`config.mk`:
```
export PLATFORM = sky130hd
export DESIGN_NAME = psm_ctrl
export DESIGN_NICKNAME = d
export VERILOG_FILES = /design/src/hw/psm_ctrl.v /design/src/hw/psm_sync3.v /design/src/hw/psm_arm_timer.v
export VERILOG_INCLUDE_DIRS = /design/src /design/src/hw
export SDC_FILE = /design/constraint.sdc
export NUM_CORES = 1
export LEC_CHECK = 0
export BUFFER_PORTS_ARGS = -buffer_cell sky130_fd_sc_hd__buf_2
export CELL_PAD_IN_SITES_DETAIL_PLACEMENT = 1
export CELL_PAD_IN_SITES_GLOBAL_PLACEMENT = 1
export CORE_MARGIN = 2
export CORE_UTILIZATION = 27
export CTS_BUF_LIST = sky130_fd_sc_hd__clkbuf_4
export CTS_CLUSTER_DIAMETER = 80
export CTS_CLUSTER_SIZE = 10
export DETAILED_ROUTE_END_ITERATION = 7
export PLACE_DENSITY = 0.86
export SYNTH_ARGS = -nofsm -noshare
export SYNTH_HDL_FRONTEND = slang
export SYNTH_SLANG_ARGS = --single-unit
```
`constraint.sdc`:
```
create_clock -name ref_clk -period 1.9 [get_ports ref_clk]
set_input_delay 0.38 -clock ref_clk [delete_from_list [all_inputs] [get_ports ref_clk]]
set_output_delay 0.38 -clock ref_clk [all_outputs]
set_load 0.02 [all_outputs]
```
`src/hw/psm_defs.vh`:
```
// constants for the power save mode controller
`ifndef PSM_DEFS_VH
`define PSM_DEFS_VH
// power-save instruction operand encoding
`define PSM_OP_SLEEP 1'h0
`define PSM_OP_IDLE 1'h1
// deep-sleep control register layout
`define PSM_DSC_WIDTH 16
`define PSM_DSC_ARM_BIT 15
`define PSM_DSC_RESET 16'h0000
// instruction cycles allowed between arming and the instruction
`define PSM_ARM_WINDOW 2'h3
// mode encoding, one-hot
`define PSM_ST_RUN 4'h1
`define PSM_ST_SLEEP 4'h2
`define PSM_ST_IDLE 4'h4
`define PSM_ST_DEEP 4'h8
`endif

```
`src/hw/psm_ctrl.v`:
```
// power save mode controller: sleep, idle and deep sleep sequencing
`timescale 1ns/1ns
`include "psm_defs.vh"
// Overview of operation
// - sleep stops clocks and code execution
// - idle halts cpu, peripherals keep running
// - deep sleep stops all but calendar, watchdog
// - sleep shuts down system clock oscillator
// - sleep freezes pin directions and outputs
// - fail-safe monitor off during sleep
// - sleep keeps rc clock for its users
// - sleep entry clears enabled watchdog
// - sleep disables system-clocked peripherals
// - sleep wakes on interrupt, reset, timeout
// - sleep wake resumes same clock source
// - idle entry clears the watchdog
// - idle keeps system clock and peripherals
// - idle keeps rc clock for watchdog, monitor
// - idle wakes on interrupt, reset, timeout
// - idle wake restarts cpu immediately
// - coincident interrupt deferred, then wakes sleep or idle
// - clock switch only when not locked
// - arm bit is bit fifteen of control
// - arm bit self-clears on the fourth instruction cycle
module psm_ctrl #(
    parameter OSC_SEL_W = 3
) (
    input wire ref_clk,
    input wire rst_b,
    input wire clk_en,
    input wire instr_cycle,
    input wire pwrsav_req,
    input wire pwrsav_op,
    input wire dsc_wr,
    input wire [15:0] dsc_wdata,
    output wire [15:0] dsc_rdata,
    input wire irq_pending,
    input wire wdt_timeout,
    input wire ext_reset_pin,
    input wire wdt_en,
    input wire wdt_on_low_power_rc_clock,
    input wire rtc_en,
    input wire rtc_on_low_power_rc_clock,
    input wire fail_safe_clock_monitor_en,
    input wire clk_locked,
    input wire osc_switch_req,
    input wire [OSC_SEL_W-1:0] new_oscillator_select,
    output reg [OSC_SEL_W-1:0] active_osc_r,
    output reg [3:0] mode_r,
    output wire cpu_clk_en,
    output wire sys_clk_en,
    output wire sys_osc_en,
    output wire periph_clk_en,
    output wire fail_safe_clock_monitor_active,
    output wire low_power_rc_clock_en,
    output wire io_freeze,
    output wire mem_power_en,
    output wire keep_calendar_wdt,
    output reg wdt_clear_r,
    output reg wake_r
);
    wire ext_reset_s;
    wire deep_sleep_arm_bit;
    wire arm_clr;
    wire enter_sleep;
    wire enter_idle;
    wire enter_deep;
    wire wake_src;
    reg [3:0] mode_nxt;
    reg irq_defer_r;

    // pin reset passes the three-stage filter before use
    psm_sync3 u_rst_sync (
        .ref_clk(ref_clk),
        .rst_b(rst_b),
        .clk_en(clk_en),
        .async_in(ext_reset_pin),
        .sync_out(ext_reset_s)
    );

    psm_arm_timer u_arm (
        .ref_clk(ref_clk),
        .rst_b(rst_b),
        .clk_en(clk_en),
        .instr_cycle(instr_cycle),
        .arm_set(dsc_wr && dsc_wdata[`PSM_DSC_ARM_BIT]),
        .arm_clr(arm_clr),
        .arm_r(deep_sleep_arm_bit)
    );

    // control register readback; other bits read zero
    assign dsc_rdata = `PSM_DSC_RESET | ({15'h0000, deep_sleep_arm_bit} << `PSM_DSC_ARM_BIT);

    // deep sleep only when armed first
    assign enter_sleep = pwrsav_req && (mode_r == `PSM_ST_RUN) && (pwrsav_op == `PSM_OP_SLEEP)
                         && !deep_sleep_arm_bit;
    assign enter_deep = pwrsav_req && (mode_r == `PSM_ST_RUN) && (pwrsav_op == `PSM_OP_SLEEP)
                        && deep_sleep_arm_bit;
    assign enter_idle = pwrsav_req && (mode_r == `PSM_ST_RUN) && (pwrsav_op == `PSM_OP_IDLE);
    // arm consumed on deep entry, or dropped by software writing zero
    assign arm_clr = enter_deep || (dsc_wr && !dsc_wdata[`PSM_DSC_ARM_BIT]);

    assign wake_src = irq_pending || irq_defer_r || wdt_timeout || ext_reset_s;

    // mode sequencing; deep sleep leaves only through device reset
    always @* begin
        mode_nxt = mode_r;
        case (mode_r)
            `PSM_ST_RUN: begin
                if (enter_deep) begin
                    mode_nxt = `PSM_ST_DEEP;
                end else if (enter_sleep) begin
                    mode_nxt = `PSM_ST_SLEEP;
                end else if (enter_idle) begin
                    mode_nxt = `PSM_ST_IDLE;
                end
            end
            `PSM_ST_SLEEP, `PSM_ST_IDLE: begin
                if (wake_src) begin
                    mode_nxt = `PSM_ST_RUN;
                end
            end
            `PSM_ST_DEEP: begin
                mode_nxt = `PSM_ST_DEEP;
            end
            default: begin
                mode_nxt = `PSM_ST_RUN;
            end
        endcase
    end

    // mode register, wake pulse and watchdog clear pulse
    always @(posedge ref_clk) begin
        if (!rst_b) begin
            mode_r <= `PSM_ST_RUN;
            wake_r <= 1'b0;
            wdt_clear_r <= 1'b0;
            irq_defer_r <= 1'b0;
        end else if (clk_en) begin
            mode_r <= mode_nxt;
            // wake pulse restarts cpu next cycle
            wake_r <= (mode_r != `PSM_ST_RUN) && (mode_r != `PSM_ST_DEEP) && (mode_nxt == `PSM_ST_RUN);
            wdt_clear_r <= (enter_sleep && wdt_en) || enter_idle;
            // coincident interrupt held until entry done
            // a deep-sleep entry drops any pending interrupt instead
            irq_defer_r <= (enter_sleep || enter_idle) && irq_pending;
        end
    end

    // switch only while unlocked and running
    always @(posedge ref_clk) begin
        if (!rst_b) begin
            active_osc_r <= {OSC_SEL_W{1'b0}};
        end else if (clk_en) begin
            if (osc_switch_req && !clk_locked && (mode_r == `PSM_ST_RUN)) begin
                active_osc_r <= new_oscillator_select;
            end
        end
    end

    assign cpu_clk_en = (mode_r == `PSM_ST_RUN);
    // system oscillator off in sleep and deep sleep
    assign sys_osc_en = (mode_r == `PSM_ST_RUN) || (mode_r == `PSM_ST_IDLE);
    assign sys_clk_en = sys_osc_en;
    assign periph_clk_en = sys_osc_en;
    // monitor idle while its clock is gone
    assign fail_safe_clock_monitor_active = fail_safe_clock_monitor_en && sys_osc_en;
    // rc clock for users in sleep
    // rc clock for watchdog or monitor
    assign low_power_rc_clock_en =
        ((mode_r == `PSM_ST_SLEEP) && ((wdt_en && wdt_on_low_power_rc_clock) || (rtc_en && rtc_on_low_power_rc_clock)))
        || ((mode_r != `PSM_ST_SLEEP) && (mode_r != `PSM_ST_DEEP) && (wdt_en || fail_safe_clock_monitor_en))
        || ((mode_r == `PSM_ST_DEEP) && rtc_en && rtc_on_low_power_rc_clock);
    // deep sleep freezes pins, cuts memory
    assign io_freeze = (mode_r == `PSM_ST_SLEEP) || (mode_r == `PSM_ST_DEEP);
    assign mem_power_en = (mode_r != `PSM_ST_DEEP);
    assign keep_calendar_wdt = (mode_r == `PSM_ST_DEEP);
endmodule // psm_ctrl

```
`src/hw/psm_sync3.v`:
```
// three-stage input synchroniser with agreement filter
`timescale 1ns/1ns
module psm_sync3 (
    input wire ref_clk,
    input wire rst_b,
    input wire clk_en,
    input wire async_in,
    output reg sync_out
);
    reg s1_r;
    reg s2_r;
    reg s3_r;

    // first stage feeds only the second; output moves when stages two and three agree
    always @(posedge ref_clk) begin
        if (!rst_b) begin
            s1_r <= 1'b0;
            s2_r <= 1'b0;
            s3_r <= 1'b0;
            sync_out <= 1'b0;
        end else if (clk_en) begin
            s1_r <= async_in;
            s2_r <= s1_r;
            s3_r <= s2_r;
            if (s2_r == s3_r) begin
                sync_out <= s3_r;
            end
        end
    end
endmodule // psm_sync3

```
`src/hw/psm_arm_timer.v`:
```
// deep-sleep arm bit with its self-clearing window
`timescale 1ns/1ns
`include "psm_defs.vh"
module psm_arm_timer (
    input wire ref_clk,
    input wire rst_b,
    input wire clk_en,
    input wire instr_cycle,
    input wire arm_set,
    input wire arm_clr,
    output reg arm_r
);
    reg [1:0] win_cnt_r;

    // counts instruction cycles since arming; set wins over any clear
    always @(posedge ref_clk) begin
        if (!rst_b) begin
            arm_r <= 1'b0;
            win_cnt_r <= 2'h0;
        end else if (clk_en) begin
            if (arm_set) begin
                arm_r <= 1'b1;
                win_cnt_r <= 2'h0;
            end else if (arm_clr) begin
                arm_r <= 1'b0;
                win_cnt_r <= 2'h0;
            end else if (arm_r && instr_cycle) begin
                if (win_cnt_r == `PSM_ARM_WINDOW) begin
                    arm_r <= 1'b0;
                    win_cnt_r <= 2'h0;
                end else begin
                    win_cnt_r <= win_cnt_r + 2'h1;
                end
            end
        end
    end
endmodule // psm_arm_timer

```
==> out/qor.txt <==
Result of the run = finished, final reports clean
Most area-hungry cell type in the Yosys netlist = sky130_fd_sc_hd__dfxtp_1
Largest stage delay on the critical path = 560 ps
Count of placed standard cells in the final layout, fillers left out = 217
Number of antenna violations at the first check in global routing = 0
Yosys cell types = 42
Final ANT Viol Nets = 0
Number of buffers on the longest clock path = 2
Leakage power summed over all cells = 0.609 nW
Final GP Congestion = 0.786
Top cells by area, synth = sky130_fd_sc_hd__dfxtp_1 31%, sky130_fd_sc_hd__buf_4 12%, sky130_fd_sc_hd__mux2i_1 5.5%
Diodes inserted = 0
Data arrival at the endpoint of the critical path = 1480 ps
Sequential share of the synthesized area = 31.1%
Global-route wire length before repair = 4.57 mm
Final layout net count = 205
Most used flip-flop cell after synthesis = sky130_fd_sc_hd__dfxtp_1
Initial cell density of the core = 27.8%
Fraction of registers with async set or reset after synthesis = 0%
Vias in the first global route = 969
Seq cells post-synth = 17
Min setup slack post-route = 36.5 ps
Final Slew Violations = 0
Count of mapped cells out of synthesis = 129
Clock root buffer = sky130_fd_sc_hd__clkbuf_4
Fmax = 537 MHz
Required time of the critical path = 1520 ps
Number of flops mapped to enable cells by yosys = 0
Total of fill cells in the finished design = 493
Kind of end point of the critical path = output pin
Final hold violation count = 0
CTS buffer count = 3
TritonCTS clock tree = built
Detailed-placement wirelength estimate = 2.18 mm
Maximum number of pins on one net before global-route repair = 22
Post-synthesis to final-layout area growth = 23.3%
Maximum level of the CTS H-tree = 1
Part of the cycle the worst path needs = 98.1%
Average wire per cell in the routed design = 12.9 um
Core area = 3940 um^2
Die Span Y = 67.7 um
Place WS = 85.2 ps
Count of max-cap constraint violations = 0
CP max-delay cell = sky130_fd_sc_hd__or4b_4
Crit path time final = 1860 ps
Total global-route track usage = 13.1%
PD cells = 611 nW/um^2
Leftover overflow at the end of global routing = 0
IO buf count = 39
IO Pins = 70
Max Clock Skew = 2.32 ps
Width of the die = 67.7 um
Total Negative Setup Slacks = 0 ps
Syn avg cell area = 8.50 um^2
Crit-path max FO = 6
Clock Sinks = 17
Std cell rows = 23
Portion of synthesized cell area occupied by the leading cell type = 31.1%
Worst-path cell chain = or4b_4 -> clkinv_2 -> buf_2
Post-CTS clock slew at the launch and capture registers of the worst setup and hold paths = 100 ps
Post-placement cell count = 211
Post-synthesis cell area = 1100 um^2
Layout cell share with drive strength beyond 1 = 38.9%
Final routed wirelength across all metal layers = 2.80 mm
Kind of critical path = flip-flop to output pin
Final setup viols = 0
Via density per instance = 4.71
Die Area = 4590 um^2
Number of vias in the routed layout = 1,021
Sort of element at the start of the critical path = flip-flop
DRC violation count after routing = 0
Yosys Warn Count = 0
Total iterations of the first detailed-routing run = 4
Insertion delay to the later sink of the worst-skew pair = 290 ps
Worst voltage drop across the vdd grid = 259 uV
Hold Crit Class = input port to flip-flop
RSZ-0062 raised after global routing = true
Iteration-0 DRC count of the detailed router = 35
[flip-flops by register name, summed over array words and instances (netlist names)]
signal,count
irq_defer_r,1
u_arm.win_cnt_r,2
wdt_clear_r,1
wake_r,1
u_arm.arm_r,1
mode_r,4
u_rst_sync.sync_out,1
u_rst_sync.s3_r,1
u_rst_sync.s1_r,1
active_osc_r,3
u_rst_sync.s2_r,1
[synthesized netlist by cell type, types with 2 or more instances]
| cell | instances |
|---|---|
| sky130_fd_sc_hd__nand3_1 | 10 |
| sky130_fd_sc_hd__nor2b_1 | 9 |
| sky130_fd_sc_hd__buf_2 | 2 |
| sky130_fd_sc_hd__inv_1 | 3 |
| sky130_fd_sc_hd__clkbuf_1 | 4 |
| sky130_fd_sc_hd__mux2i_1 | 6 |
| sky130_fd_sc_hd__buf_6 | 2 |
| sky130_fd_sc_hd__o21ai_0 | 3 |
| sky130_fd_sc_hd__or4_4 | 2 |
| sky130_fd_sc_hd__xnor2_1 | 3 |
| sky130_fd_sc_hd__a32oi_1 | 2 |
| sky130_fd_sc_hd__buf_4 | 18 |
| sky130_fd_sc_hd__a21boi_0 | 2 |
| sky130_fd_sc_hd__nand3b_1 | 2 |
| sky130_fd_sc_hd__nand2_1 | 8 |
| sky130_fd_sc_hd__a21oi_1 | 5 |
| sky130_fd_sc_hd__nor3_1 | 2 |
| sky130_fd_sc_hd__o41ai_1 | 2 |
| sky130_fd_sc_hd__nor2_1 | 3 |
| sky130_fd_sc_hd__dfxtp_1 | 17 |
| sky130_fd_sc_hd__and2_1 | 2 |
| sky130_fd_sc_hd__nand4_1 | 2 |
[path summary, 6_finish.rpt]
kind,startpoint,to,slack [ps],depth (start not counted)
max,mode_r[1],cpu_clk_en,40,3
min,ext_reset_pin,u_rst_sync.s1_r,350,3
max reg2reg,mode_r[0],mode_r[0],100,5
min reg2reg,wdt_clear_r,wdt_clear_r,460,2
[worst max-delay path, delay by kind of cell (launching register included)]
| family | cells | cell delay (ps) |
|---|---|---|
| and+or+nand+nor | 1 | 560 |
| DFF | 1 | 370 |
| buffers and inverters | 2 | 260 |
[power by group]
group / switching [W] / total (W) / internal, W
clock network: 0.000114 / 0.000192 / 0.0000782
registers: 0.0000124 / 0.000383 / 0.000370
logic: 0.000153 / 0.000250 / 0.0000970
[metal layers]
| metal | vias up | global-route usage (%) | part of all wire (%) |
|---|---|---|---|
| met4 | 0 | 3.06 | 0 |
| met5 | - | 0 | 0 |
| met3 | 0 | 3.00 | 8.4 |
| met2 | 39 | 24.3 | 51 |
| met1 | 488 | 15.0 | 41 |
| li1 | 494 | - | - |
[cells by family (layout without fill, tap and decap cells)]
| group | Yosys count | after routing | synth area share [%] |
|---|---|---|---|
| AO/OA/AOI/OAI | 21 | 21 | 13.4 |
| XOR/XNOR | 4 | 4 | 3.20 |
| adder cells (fa/ha/maj) | 1 | 1 | 1.14 |
| buffers and inverters | 30 | 54 | 18.1 |
| flip-flops | 17 | 17 | 31.1 |
| multiplexers | 6 | 6 | 5.48 |
| other | 1 | 15 | 0.342 |
| AND/OR/NAND/NOR | 49 | 49 | 27.3 |
[stage by stage]
step	utilization (%)	hold slack [ps]	total power, W	instance area [um^2]
after floorplan	-	443	0.000581	1160
after detailed placement	32.2	456	0.000622	1270
final	34.3	348	0.000825	1350
after CTS	33.6	337	0.000830	1330
after global placement	32.2	447	0.000616	1270
after global routing	34.3	339	0.000881	1350
[placed cells by master, fill, tap and decap left out, drive strengths merged, types with 2 or more instances in the layout]
cell type and instances:
or4 2, conb 15, mux2i 6, clkbuf 3, nor2 3, nand2 9
or3 2, o21ai 3, nor3 3, o41ai 2, nand4 2, buf 46
nor2b 9, nand3b 2, inv 3, a21oi 5, a32oi 2, clkinv 2
a21boi 3, and2 2, xnor2 3, dfxtp 17, nand3 10
[cell type report]
class | instances | area [um^2] | area share [%]
clock buffer | 3 | 22.5 | 1.67
tap | 50 | 62.6 | 4.63
sequential | 17 | 348 | 25.7
inverter | 4 | 16.3 | 1.20
multi-input combinational | 96 | 633 | 46.9
timing repair buffer | 46 | 264 | 19.5
clock inverter | 1 | 5.00 | 0.370
[what timing repair did]
| action | 4_1_cts | 5_1_grt |
|---|---|---|
| resized for setup | 6 | 7 |
| setup buffers | 2 | 0 |
| pin swaps | 2 | 5 |
| hold buffers | 0 | 0 |
| endpoints found under the setup margin | 2 | 3 |
| gates cloned | 0 | 0 |
No activity file was read; power rests on OpenSTA's default activity.
